File: config.mk
export PLATFORM = sky130hd
export DESIGN_NAME = rctmr_timer
export DESIGN_NICKNAME = d
export VERILOG_FILES = /design/src/rctmr_pkg.sv /design/src/rctmr_timer.sv
export SDC_FILE = /design/constraint.sdc
export NUM_CORES = 1
export LEC_CHECK = 0
export BUFFER_PORTS_ARGS = -buffer_cell sky130_fd_sc_hd__buf_4
export CAP_MARGIN = 0
export CORE_MARGIN = 2
export CORE_UTILIZATION = 55
export DETAILED_ROUTE_END_ITERATION = 10
export GPL_TIMING_DRIVEN = 0
export HOLD_SLACK_MARGIN = 0.15
export PLACE_DENSITY_LB_ADDON = 0.12
export SETUP_SLACK_MARGIN = 0.1
export SLEW_MARGIN = 20
export SYNTH_ARGS = -nofsm -noshare
export SYNTH_HDL_FRONTEND = slang
export SYNTH_SLANG_ARGS = --single-unit
export TNS_END_PERCENT = 20
File: constraint.sdc
create_clock -name ref_clk -period 4.55 [get_ports ref_clk]
set_input_delay 0.6825 -clock ref_clk [delete_from_list [all_inputs] [get_ports ref_clk]]
set_output_delay 0.6825 -clock ref_clk [all_outputs]
set_load 0.03 [all_outputs]
File: src/rctmr_pkg.sv
// constants for the dual reload/capture timer
`default_nettype none
package rctmr_pkg;
   localparam int RCTMR_W = 16;
   localparam int RCTMR_NUM_INST = 2;
   // register offsets, instance stride is RCTMR_INST_STRIDE
   localparam logic [7:0] RCTMR_INST_STRIDE = 8'h10;
   localparam logic [3:0] RCTMR_CTRL_OFS = 4'h0;
   localparam logic [3:0] RCTMR_RELOAD_OFS = 4'h1;
   localparam logic [3:0] RCTMR_COUNT_OFS = 4'h2;
   localparam logic [3:0] RCTMR_STATUS_OFS = 4'h3;
   localparam logic [3:0] RCTMR_CLEAR_OFS = 4'h4;
   localparam logic [3:0] RCTMR_ENABLE_OFS = 4'h5;
   // control field positions
   localparam int RCTMR_CTRL_RUN = 0;
   localparam int RCTMR_CTRL_CAPMODE = 1;
   localparam int RCTMR_CTRL_COUNTER = 2;
   localparam int RCTMR_CTRL_TRIGEN = 3;
   localparam int RCTMR_CTRL_RISING = 4;
   localparam int RCTMR_CTRL_UPDOWN = 5;
   localparam int RCTMR_CTRL_W = 6;
   // status bit positions
   localparam int RCTMR_ST_RELOAD = 0;
   localparam int RCTMR_ST_CAPTURE = 1;
   localparam int RCTMR_ST_W = 2;
   localparam logic [15:0] RCTMR_ALL_ONES = 16'hFFFF;
   localparam logic [15:0] RCTMR_ZERO = 16'h0000;
   localparam logic [15:0] RCTMR_RESET_VAL = 16'h0000;
   localparam int RCTMR_TIMER_DIV = 12;
   localparam int RCTMR_COUNTER_GAP = 24;
endpackage : rctmr_pkg
`default_nettype wire

File: src/rctmr_timer.sv
// dual 16-bit auto-reload / capture timer with register port and interrupt
//
// What this block does
// RULE_01 - 16-bit counter, auto-reload or capture mode
// RULE_02 - two identical instances, different register addresses
// RULE_03 - timer function ticks every twelve clocks
// RULE_04 - counter function counts input falling edges
// RULE_05 - counter events at most once per 24 clocks
// RULE_06 - up count from reload, overflow at ones
// RULE_07 - reload by overflow or selected trigger edge
// RULE_08 - reload value from writable 16-bit register
// RULE_09 - reload raises interrupt when up/down off
// RULE_10 - up/down direction follows trigger pin level
// RULE_11 - no reload interrupt with up/down on
// RULE_12 - down count from ones, underflow at reload
// RULE_13 - underflow reloads all-ones
// RULE_14 - capture mode counts up from zero, reloads zero
// RULE_15 - capture on selected trigger pin edge
// RULE_16 - capture copies count into reload register
// RULE_17 - capture mode interrupts on reload and capture
// RULE_18 - pins synchronised, edges from successive samples
// RULE_19 - count advances only while run set
//
// Design decisions made here: the address-and-strobe port and the register addresses.
`default_nettype none

module rctmr_unit
   import rctmr_pkg::*;
#(
   parameter int W = RCTMR_W
)
(
   input wire logic clk,
   input wire logic rst_n,
   input wire logic ce,
   input wire logic count_input_pin,
   input wire logic ext_trigger_pin,
   input wire logic wr,
   input wire logic [3:0] addr,
   input wire logic [15:0] wdata,
   output logic [15:0] rdata_nxt,
   output logic irq_r
);
   logic [RCTMR_CTRL_W-1:0] ctrl_r;
   logic [W-1:0] reload_capture_value;
   logic [W-1:0] timer_count_value; // RULE_01
   logic [RCTMR_ST_W-1:0] status_r;
   logic [RCTMR_ST_W-1:0] enable_r;
   logic [2:0] cin_sync_r;
   logic [2:0] trg_sync_r;
   logic [3:0] div_r;
   logic [4:0] gap_r;
   logic tick;
   logic cin_fall;
   logic trg_edge;
   logic up_dn_mode;
   logic going_down;
   logic wrap;
   logic reload_ev;
   logic capture_ev;
   logic [RCTMR_ST_W-1:0] set_bits;
   logic run;

   assign run = ctrl_r[RCTMR_CTRL_RUN];

   // three-stage synchronisers; only stages 2 and 3 (bits 1 and 2) feed edge detection
   always_ff @(posedge clk or negedge rst_n)
   begin
      if (!rst_n)
      begin
         cin_sync_r <= 3'h7;
         trg_sync_r <= 3'h7;
      end
      else if (ce)
      begin
         cin_sync_r <= {cin_sync_r[1:0], count_input_pin}; // RULE_18
         trg_sync_r <= {trg_sync_r[1:0], ext_trigger_pin}; // RULE_18
      end
   end

   assign cin_fall = cin_sync_r[2] & ~cin_sync_r[1]; // RULE_04
   assign trg_edge = ctrl_r[RCTMR_CTRL_RISING] ? (~trg_sync_r[2] & trg_sync_r[1])
                                               : (trg_sync_r[2] & ~trg_sync_r[1]); // RULE_15

   // prescale counter for timer function, hold-off counter for counter function
   always_ff @(posedge clk or negedge rst_n)
   begin
      if (!rst_n)
      begin
         div_r <= 4'h0;
         gap_r <= 5'h00;
      end
      else if (ce)
      begin
         if (!run || ctrl_r[RCTMR_CTRL_COUNTER])
            div_r <= 4'h0;
         else if (div_r == 4'(RCTMR_TIMER_DIV - 1))
            div_r <= 4'h0; // RULE_03
         else
            div_r <= div_r + 4'h1;
         if (gap_r != 5'h00)
            gap_r <= gap_r - 5'h01;
         else if (run && ctrl_r[RCTMR_CTRL_COUNTER] && cin_fall)
            gap_r <= 5'(RCTMR_COUNTER_GAP - 1); // RULE_05
      end
   end

   always_comb
   begin
      if (!run)
         tick = 1'b0; // RULE_19
      else if (ctrl_r[RCTMR_CTRL_COUNTER])
         tick = cin_fall && (gap_r == 5'h00); // RULE_04 RULE_05
      else
         tick = (div_r == 4'(RCTMR_TIMER_DIV - 1)); // RULE_03
   end

   assign up_dn_mode = ~ctrl_r[RCTMR_CTRL_CAPMODE] & ctrl_r[RCTMR_CTRL_UPDOWN];
   assign going_down = up_dn_mode & ~trg_sync_r[2]; // RULE_10
   assign wrap = going_down ? (timer_count_value == reload_capture_value) // RULE_12
                            : (timer_count_value == RCTMR_ALL_ONES); // RULE_06
   assign capture_ev = ctrl_r[RCTMR_CTRL_CAPMODE] & trg_edge; // RULE_15

   always_comb
   begin
      reload_ev = tick & wrap; // RULE_06 RULE_13
      if (!ctrl_r[RCTMR_CTRL_CAPMODE] && !up_dn_mode && ctrl_r[RCTMR_CTRL_TRIGEN] && trg_edge)
         reload_ev = 1'b1; // RULE_07
   end

   // count register: software write has priority, then reload, then increment or decrement
   always_ff @(posedge clk or negedge rst_n)
   begin
      if (!rst_n)
         timer_count_value <= RCTMR_RESET_VAL;
      else if (ce)
      begin
         if (wr && addr == RCTMR_COUNT_OFS)
            timer_count_value <= wdata;
         else if (reload_ev)
         begin
            if (ctrl_r[RCTMR_CTRL_CAPMODE])
               timer_count_value <= RCTMR_ZERO; // RULE_14
            else if (going_down)
               timer_count_value <= RCTMR_ALL_ONES; // RULE_13
            else
               timer_count_value <= reload_capture_value; // RULE_06 RULE_08
         end
         else if (tick)
            timer_count_value <= going_down ? timer_count_value - 16'h0001
                                            : timer_count_value + 16'h0001; // RULE_10 RULE_14
      end
   end

   // reload/capture register; capture wins over a simultaneous software write
   always_ff @(posedge clk or negedge rst_n)
   begin
      if (!rst_n)
         reload_capture_value <= RCTMR_RESET_VAL;
      else if (ce)
      begin
         if (capture_ev)
            reload_capture_value <= timer_count_value; // RULE_16
         else if (wr && addr == RCTMR_RELOAD_OFS)
            reload_capture_value <= wdata; // RULE_08
      end
   end

   always_ff @(posedge clk or negedge rst_n)
   begin
      if (!rst_n)
      begin
         ctrl_r <= '0;
         enable_r <= '0;
      end
      else if (ce && wr)
      begin
         if (addr == RCTMR_CTRL_OFS)
            ctrl_r <= wdata[RCTMR_CTRL_W-1:0];
         if (addr == RCTMR_ENABLE_OFS)
            enable_r <= wdata[RCTMR_ST_W-1:0];
      end
   end

   always_comb
   begin
      set_bits = '0;
      set_bits[RCTMR_ST_RELOAD] = reload_ev & ~up_dn_mode; // RULE_09 RULE_11 RULE_17
      set_bits[RCTMR_ST_CAPTURE] = capture_ev; // RULE_17
   end

   // sticky status: a new event beats a clear in the same cycle
   always_ff @(posedge clk or negedge rst_n)
   begin
      if (!rst_n)
         status_r <= '0;
      else if (ce)
      begin
         if (wr && addr == RCTMR_CLEAR_OFS)
            status_r <= (status_r & ~wdata[RCTMR_ST_W-1:0]) | set_bits;
         else
            status_r <= status_r | set_bits;
      end
   end

   always_ff @(posedge clk or negedge rst_n)
   begin
      if (!rst_n)
         irq_r <= 1'b0;
      else if (ce)
         irq_r <= |(((status_r | set_bits) & ~((wr && addr == RCTMR_CLEAR_OFS) ?
                    wdata[RCTMR_ST_W-1:0] & ~set_bits : '0)) & enable_r);
   end

   always_comb
   begin
      unique case (addr)
         RCTMR_CTRL_OFS: rdata_nxt = 16'(ctrl_r);
         RCTMR_RELOAD_OFS: rdata_nxt = reload_capture_value;
         RCTMR_COUNT_OFS: rdata_nxt = timer_count_value;
         RCTMR_STATUS_OFS: rdata_nxt = 16'(status_r);
         RCTMR_ENABLE_OFS: rdata_nxt = 16'(enable_r);
         default: rdata_nxt = 16'h0000;
      endcase
   end

   // independent tally of enabled timer-function clocks since the last tick
   logic [4:0] tmr_gap_r;

   always_ff @(posedge clk or negedge rst_n)
   begin
      if (!rst_n)
         tmr_gap_r <= 5'h00;
      else if (ce)
      begin
         if (!run || ctrl_r[RCTMR_CTRL_COUNTER] || tick)
            tmr_gap_r <= 5'h00;
         else
            tmr_gap_r <= tmr_gap_r + 5'h01;
      end
   end

   chk_capture_copy: assert property (@(posedge clk) disable iff (!rst_n) // RULE_16
      ce && capture_ev |=> reload_capture_value == $past(timer_count_value))
      else $error("capture did not copy count");
   chk_run_hold: assert property (@(posedge clk) disable iff (!rst_n) // RULE_19
      ce && !run && !(wr && addr == RCTMR_COUNT_OFS) && !reload_ev |=> $stable(timer_count_value))
      else $error("count moved while stopped");
   chk_timer_div: assert property (@(posedge clk) disable iff (!rst_n) // RULE_03
      ce && run && !ctrl_r[RCTMR_CTRL_COUNTER]
      |-> tick == (tmr_gap_r == 5'(RCTMR_TIMER_DIV - 1)))
      else $error("timer tick not at twelfth clock");
   chk_counter_gap: assert property (@(posedge clk) disable iff (!rst_n) // RULE_05
      ce && tick && ctrl_r[RCTMR_CTRL_COUNTER] |=> gap_r == 5'(RCTMR_COUNTER_GAP - 1))
      else $error("counter hold-off not started");
   chk_updown_noirq: assert property (@(posedge clk) disable iff (!rst_n) // RULE_11
      ce && up_dn_mode |=> !$rose(status_r[RCTMR_ST_RELOAD]))
      else $error("reload flag in up/down mode");
   chk_down_reload: assert property (@(posedge clk) disable iff (!rst_n) // RULE_13
      ce && tick && going_down && wrap && !wr |=> timer_count_value == RCTMR_ALL_ONES)
      else $error("underflow did not reload ones");
   chk_cap_zero: assert property (@(posedge clk) disable iff (!rst_n) // RULE_14
      ce && ctrl_r[RCTMR_CTRL_CAPMODE] && tick && timer_count_value == RCTMR_ALL_ONES && !wr
      |=> timer_count_value == RCTMR_ZERO)
      else $error("capture mode overflow not zero");
   chk_up_reload: assert property (@(posedge clk) disable iff (!rst_n) // RULE_06
      ce && !ctrl_r[RCTMR_CTRL_CAPMODE] && !going_down && tick && wrap && !wr
      |=> timer_count_value == $past(reload_capture_value))
      else $error("overflow did not load reload value");
   chk_reload_flag: assert property (@(posedge clk) disable iff (!rst_n) // RULE_09
      ce && reload_ev && !up_dn_mode |=> status_r[RCTMR_ST_RELOAD])
      else $error("reload flag not set");
   chk_trig_reload: assert property (@(posedge clk) disable iff (!rst_n) // RULE_07
      ce && !ctrl_r[RCTMR_CTRL_CAPMODE] && !up_dn_mode && ctrl_r[RCTMR_CTRL_TRIGEN] && trg_edge && !wr
      |=> timer_count_value == $past(reload_capture_value))
      else $error("trigger edge did not reload");
   chk_up_step: assert property (@(posedge clk) disable iff (!rst_n) // RULE_10
      ce && up_dn_mode && trg_sync_r[2] && tick && !wrap && !wr
      |=> timer_count_value == W'($past(timer_count_value) + W'(1)))
      else $error("up/down mode did not count up with pin high");
   chk_down_step: assert property (@(posedge clk) disable iff (!rst_n) // RULE_12
      ce && going_down && tick && !wrap && !wr
      |=> timer_count_value == W'($past(timer_count_value) - W'(1)))
      else $error("down count did not step down");
   chk_irq_hold: assert property (@(posedge clk) disable iff (!rst_n) // RULE_09
      ce && |(status_r & enable_r) && !(wr && (addr == RCTMR_CLEAR_OFS || addr == RCTMR_ENABLE_OFS))
      |=> irq_r)
      else $error("interrupt low with enabled flag set");
   chk_no_capture: assert property (@(posedge clk) disable iff (!rst_n) // RULE_15
      ce && !ctrl_r[RCTMR_CTRL_CAPMODE] && !(wr && addr == RCTMR_RELOAD_OFS)
      |=> $stable(reload_capture_value))
      else $error("reload register moved outside capture");
   // a low clock enable must freeze the count, the status flags and the control register
   chk_ce_freeze: assert property (@(posedge clk) disable iff (!rst_n)
      !ce |=> $stable(timer_count_value) && $stable(status_r) && $stable(ctrl_r))
      else $error("state moved with clock enable low");
   chk_status_sticky: assert property (@(posedge clk) disable iff (!rst_n)
      ce && !(wr && addr == RCTMR_CLEAR_OFS) |=> (status_r & $past(status_r)) == $past(status_r))
      else $error("status flag dropped without clear");
endmodule : rctmr_unit

module rctmr_timer
   import rctmr_pkg::*;
(
   input wire logic ref_clk,
   input wire logic rst_n,
   input wire logic clk_en,
   input wire logic [RCTMR_NUM_INST-1:0] count_input_pin,
   input wire logic [RCTMR_NUM_INST-1:0] ext_trigger_pin,
   input wire logic [7:0] reg_addr,
   input wire logic [15:0] reg_wdata,
   input wire logic reg_wr,
   input wire logic reg_rd,
   output logic [15:0] reg_rdata,
   output logic irq
);
   logic rst_meta_r;
   logic rst_sync_n;
   logic [15:0] unit_rdata [RCTMR_NUM_INST];
   logic [RCTMR_NUM_INST-1:0] unit_irq;

   always_ff @(posedge ref_clk or negedge rst_n)
   begin
      if (!rst_n)
      begin
         rst_meta_r <= 1'b0;
         rst_sync_n <= 1'b0;
      end
      else
      begin
         rst_meta_r <= 1'b1;
         rst_sync_n <= rst_meta_r;
      end
   end

   for (genvar i = 0; i < RCTMR_NUM_INST; i++)
   begin : g_unit
      rctmr_unit u_unit (
         .clk(ref_clk),
         .rst_n(rst_sync_n),
         .ce(clk_en),
         .count_input_pin(count_input_pin[i]),
         .ext_trigger_pin(ext_trigger_pin[i]),
         .wr(reg_wr && reg_addr[7:4] == 4'(i)), // RULE_02
         .addr(reg_addr[3:0]),
         .wdata(reg_wdata),
         .rdata_nxt(unit_rdata[i]),
         .irq_r(unit_irq[i])
      );
   end

   // read data valid only in the cycle after the strobe
   always_ff @(posedge ref_clk or negedge rst_sync_n)
   begin
      if (!rst_sync_n)
         reg_rdata <= 16'h0000;
      else if (clk_en)
      begin
         if (reg_rd && reg_addr[7:4] < 4'(RCTMR_NUM_INST))
            reg_rdata <= unit_rdata[reg_addr[4]];
         else
            reg_rdata <= 16'h0000;
      end
   end

   always_ff @(posedge ref_clk or negedge rst_sync_n)
   begin
      if (!rst_sync_n)
         irq <= 1'b0;
      else if (clk_en)
         irq <= |unit_irq;
   end
endmodule : rctmr_timer
`default_nettype wire

After elaboration in Yosys (flattened, before gate mapping)
Cells that the tools add are included.
{ "totals": {"register_bits": 135, "inputBits": 33, "out_inout_bits": 17, "wordCells": 190} }
{ "op_classes": {"addsub": 8, "order_cmp": 2, "eq_ne": 12, "muxes": 44, "bitwise": 44, "n_reduce_logical": 56} }
{ "op_table": {"columns": ["operator", "n"], "rows": [
  ["$mux 16", 20],
  ["$pmux 16 s5", 2],
  ["$add 16x1->16 const B", 2],
  ["$eq 16x16->1", 2],
  ["$eq 16x16->1 const B", 2],
  ["$sub 16x1->16 const B", 2],
  ["$logic_and 1x1->1", 23],
  ["$mux 5", 4],
  ["$reduce_and 2->1", 10],
  ["$and 1x1->1", 16],
  ["$and 2x2->2", 8],
  ["$mux 4", 4],
  ["$logic_not 5->1", 2],
  ["$mux 1", 10],
  ["$not 1->1", 10],
  ["$not 2->2", 5],
  ["$reduce_bool 5->1", 2],
  ["$sub 5x1->5 const B", 2],
  ["$add 4x1->4 const B", 2],
  ["$eq 4x1->1 const B", 2],
  ["$eq 4x2->1 const B", 2],
  ["$eq 4x3->1 const B", 2],
  ["$eq 4x4->1 const B", 2],
  ["$logic_not 4->1", 2],
  ["other kinds (10)", 28]
]} }

Depth between registers and ports, before layout
{ "logic_depth": {"depth_word": 15, "mapped_depth": 15, "depth_no_buf": 11} }

Hierarchy
Synthesis repeated with hierarchy kept, for this count alone.
{ "hier_totals": {"hier_cells": 1043, "area_unflattened_um2": 9546.7} }
{ "modules_own_cells": {"columns": ["module", "instances", "cells_each", "area_each_um2", "seq_area_each_um2"], "rows": [
  ["rctmr_unit at g_unit[1].u_unit", 1, 484, 4291.6, 1458.9],
  ["rctmr_unit at g_unit[0].u_unit", 1, 476, 4236.6, 1458.9],
  ["rctmr_timer", 1, 83, 1018.5, 475.5]
]} }

Worst setup path after synthesis
OpenSTA, ideal clock, no wires.
{ "synth_timing": {"path_kind": "flip-flop to flip-flop", "start": "register g_unit[0].u_unit.ctrl_r[1]", "end": "register g_unit[0].u_unit.timer_count_value[15]", "setup_time_ns": 0.110, "t_arrival_ns": 4.184, "setup_slack_ns": 0.256, "path_stages_with_launch": 16, "n_path_buf": 4, "period_less_slack_ns": 4.294, "cell_sequence": "dfrtp_1 > buf_6 > or3b_4 > buf_6 > clkbuf_1 > inv_1 > clkbuf_1 > ha_1 > a21oi_1 > o2111ai_1 > a2111o_1 > a31o_2 > o31ai_1 > xnor2_1 > nor3_1 > o41ai_1"} }
{ "synth_via": {"elab_chain_len": 9} }
{ "synth_rtl": {"columns": ["item", "line", "source"], "rows": [
  ["from (decl)", "rctmr_timer.sv:44", "logic [RCTMR_CTRL_W-1:0] ctrl_r;"],
  ["from (signal assigned)", "rctmr_timer.sv:179", "ctrl_r <= wdata[RCTMR_CTRL_W-1:0];"],
  ["branches (longest 9 deep; another with $reduce_bool 3->1)", null, null],
  ["to (signal assigned)", "rctmr_timer.sv:139", "timer_count_value <= wdata;"],
  ["to (signal assigned)", "rctmr_timer.sv:147", "timer_count_value <= reload_capture_value;"],
  ["to (signal assigned)", "rctmr_timer.sv:150", "timer_count_value <= going_down ? timer_count_value - 16'h0001"],
  ["to (decl)", "rctmr_timer.sv:46", "logic [W-1:0] timer_count_value;"]
]} }
Parallel ways; which one is timed is not known. The select of a mux whose other input is x is not followed.
A chain may end at the register's enable or synchronous reset.

Worst setup path in the final report
Ends and elaborated chain as after synthesis.

==> reports/qor.txt <==
#FFs+latches synth: 135
Final ANT Viol Nets: 0
pwr dens: 354 nW/µm²
CP endpoint kind: register
Clock Root Buffer: clkbuf_16
Ports: 50
clock power share: 37.3%
final setup fails: 0
IO buf count: 43
asr flop ratio synth: 100%
CTS tree: yes
initial antenna violation count: 0
fmax: 251 MHz
leading area contributor after synthesis: dfrtp_1
Slew Limit Fails: 0
drt drc: 0
first-pass GRT wire length: 44.9 mm
Final nets: 1216
critical path cell sequence: buf_6, or3b_4, buf_6, inv_2, clkbuf_8, ha_1, a21oi_1, o2111ai_1, a2111o_1, a31o_2, o31ai_2, xnor2_1, nor3_1, o41ai_1
total CTS buffers: 17
post-route clock period utilization: 87.4%
fillers: 1462
crit path DAT: 4.29 ns
CTS Buffer Depth: 2
MaxCap Viol Count: 0
Crit-path slowest cell: a2111o_1
largest net degree at the start of global routing: 52
clk_lat worst skew: 0.43 ns
Die Wd: 135 µm
CTS Sinks: 135
crit-path most repeated cell: buf_6
Pleak: 4.76 nW
critical path's largest stage delay: 0.49 ns
Initial Util: 56.3%
actual slew at the worst max-slew pin: 0.989 ns
Comb pwr share: 20.6%
DIE HEIGHT: 135 µm
top cell type's share of synthesized area: 32.9%
Final min period: 3.98 ns
grt total ovfl: 0
# Post-CTS Setup Buffers: 0
H-tree levels: 4
via count: 8800
mapped cell area: 9370 µm²
RSZ-0062 raised after global routing: false
hpwl dp: 20.7 mm
final hold viol count: 0
Final Wtd Congestion: 0.949
clock-pin slew on the worst setup and hold paths: 0.06 ns
multi-input logic area: 5530 µm²
Post-synth EDFFs: 0
drt pass-1 iters: 5
Detailed Route Iter0 Violations: 921
M2 GR Usage: 51.1%
worst rel slew slack: 33.2%
share of total power in sequential cells: 42.0%
fraction of layout cells with a size suffix above 1: 13.1%
antenna cells: 0
met1 usage: 43.7%
Cells after Synth: 1082
total track usage: 31.6%
die area: 18100 µm²
sequential area share after synthesis: 36.2%
grt peak-use layer: met2
Core ar.: 16600 µm²
Synth top cells by count: dfrtp_1, a21oi_1, nand2_1, nor2_1, o21ai_0
wire length per cell: 20.3 µm
top area cells in the synthesized netlist: dfrtp_1, a21oi_1, mux2_2
critical path class: register to register
worst hold slack: 0.292 ns
status: complete, no violations
Avg Cell Area, Syn: 8.66 µm²
Cell Int Power: 2.56 mW
vias in the first global route: 8462
Sw Ratio: 32.1%
Ys Warns: 0
Critical Path Start Type: register
Worst IR Drop VDD: 0.000282 V
Clock Skews: 0.00721 ns
count leader, synth: dfrtp_1
P&R area growth vs syn: 13.8%
worst-path maximum fanout: 24
vias per cell: 6.38
top_reg_cell synth: dfrtp_1
Storage cell area: 3400 µm²
setup TNS: 0 ns
syn nets: 1151
CP Data Required Time: 4.87 ns
met3 Usage GRT: 4.80%
num rows: 47
Yosys cell types: 77
final WL: 28.0 mm
switching power: 1.21 mW
HP Class: register to asynchronous set/reset pin
routing by layer:
metal | wire length [µm] | vias up
met3 | 1770 | 73
met2 | 13500 | 345
met1 | 11900 | 4234
met4 | 815 | 0
li1 | - | 4148
met5 | 0 | -
critical path: cells and delay by family (launching register included):
family / cells / cell delay (ns)
xor+xnor: 1 / 0.16
compound gates: 6 / 1.84
simple gates: 2 / 0.49
buf+inv: 4 / 0.71
fa+ha+maj: 1 / 0.27
flops: 1 / 0.37
worst paths after layout:
check | depth (start not counted) | to | slack (ns) | from
hold / removal | 0 | g_unit[1].u_unit.gap_r[2] | 0.29 | rst_sync_n
hold reg to reg | 0 | g_unit[1].u_unit.gap_r[2] | 0.29 | rst_sync_n
max in group asynchronous | 2 | g_unit[0].u_unit.cin_sync_r[2] | 3.31 | rst_sync_n
setup / recovery | 14 | g_unit[0].u_unit.timer_count_value[15] | 0.57 | g_unit[0].u_unit.ctrl_r[1]
min in group ref_clk | 0 | rst_sync_n | 0.35 | rst_meta_r
setup reg to reg | 14 | g_unit[0].u_unit.timer_count_value[15] | 0.57 | g_unit[0].u_unit.ctrl_r[1]
what timing repair did:
| action | in CTS | in global routing |
|---|---|---|
| endpoints found under the setup margin | 1 | 1 |
| hold endpoints to repair | 2 | 0 |
| gates resized for setup | 3 | 1 |
| hold buffers | 1 | 0 |
| gates cloned | 0 | 0 |
stage by stage:
stage	worst slack, ns	instances	power (mW)	util, %	cell area [µm²]
final	0.573	1380	3.78	64.0	10700
after global routing	0.328	1380	3.95	64.0	10700
after CTS	0.176	1381	3.76	64.0	10700
after detailed placement	-0.137	1348	2.36	60.3	10000
after global placement	-1.14	1345	2.33	59.9	9970
after floorplan	0.256	1082	2.12	-	9370
sequential cells by signal, indices dropped and copies added (netlist names):
| register | cells |
|---|---|
| reg_rdata | 16 |
| g_unit.u_unit.gap_r | 10 |
| g_unit.u_unit.reload_capture_value | 32 |
| g_unit.u_unit.cin_sync_r | 6 |
| g_unit.u_unit.enable_r | 4 |
| irq | 1 |
| g_unit.u_unit.ctrl_r | 12 |
| g_unit.u_unit.status_r | 4 |
| g_unit.u_unit.div_r | 8 |
| rst_sync_n | 1 |
| g_unit.u_unit.trg_sync_r | 6 |
| rst_meta_r | 1 |
| g_unit.u_unit.irq_r | 2 |
| g_unit.u_unit.timer_count_value | 32 |
area by class of cell:
type                            count  share of cell area (%)
Buffer                             65                    2.66
Clock buffer                       20                    4.28
Clock inverter                     12                    1.31
Inverter                           47                    1.66
Multi-Input combinational cell    834                    51.9
Sequential cell                   135                    31.9
Tap cell                          220                    2.58
Timing Repair Buffer               47                    3.71
power by group through the flow:
stage | clock network (mW) | registers, mW | logic [mW]
after global routing | 1.46 | 1.61 | 0.877
after floorplan | 0 | 1.53 | 0.582
final | 1.41 | 1.59 | 0.779
after global placement | 0 | 1.61 | 0.725
after detailed placement | 0 | 1.60 | 0.766
after CTS | 1.40 | 1.58 | 0.776
layout by cell type, fill, tap and decap left out, drive strengths merged, types with 8 or more instances in the layout:
cell,instances
o32ai,14
nand2,91
nand3,32
nor2b,8
a221o,9
nor3,17
a22oi,8
ha,34
a21o,14
mux2i,32
nor4bb,8
o22ai,15
clkbuf,76
a31oi,14
dfstp,12
a221oi,26
o21ai,74
a21oi,120
nor2,92
inv,50
and3,18
dfrtp,123
buf,55
xnor2,25
xor2,10
mux2,38
nor4,8
nand2b,15
cell families (layout without fill, tap and decap cells):
family / count (synthesis) / count (layout) / synth area share [%]
adder cells (fa/ha/maj): 36 / 36 / 4.97
buffers and inverters: 113 / 191 / 4.83
flip-flops: 135 / 135 / 36.2
AO/OA/AOI/OAI: 362 / 362 / 25.2
AND/OR/NAND/NOR: 330 / 330 / 17.5
XOR/XNOR: 35 / 35 / 3.27
multiplexers: 70 / 70 / 7.99
other: 1 / 1 / 0.0400
No activity file was read; power rests on OpenSTA's default activity.
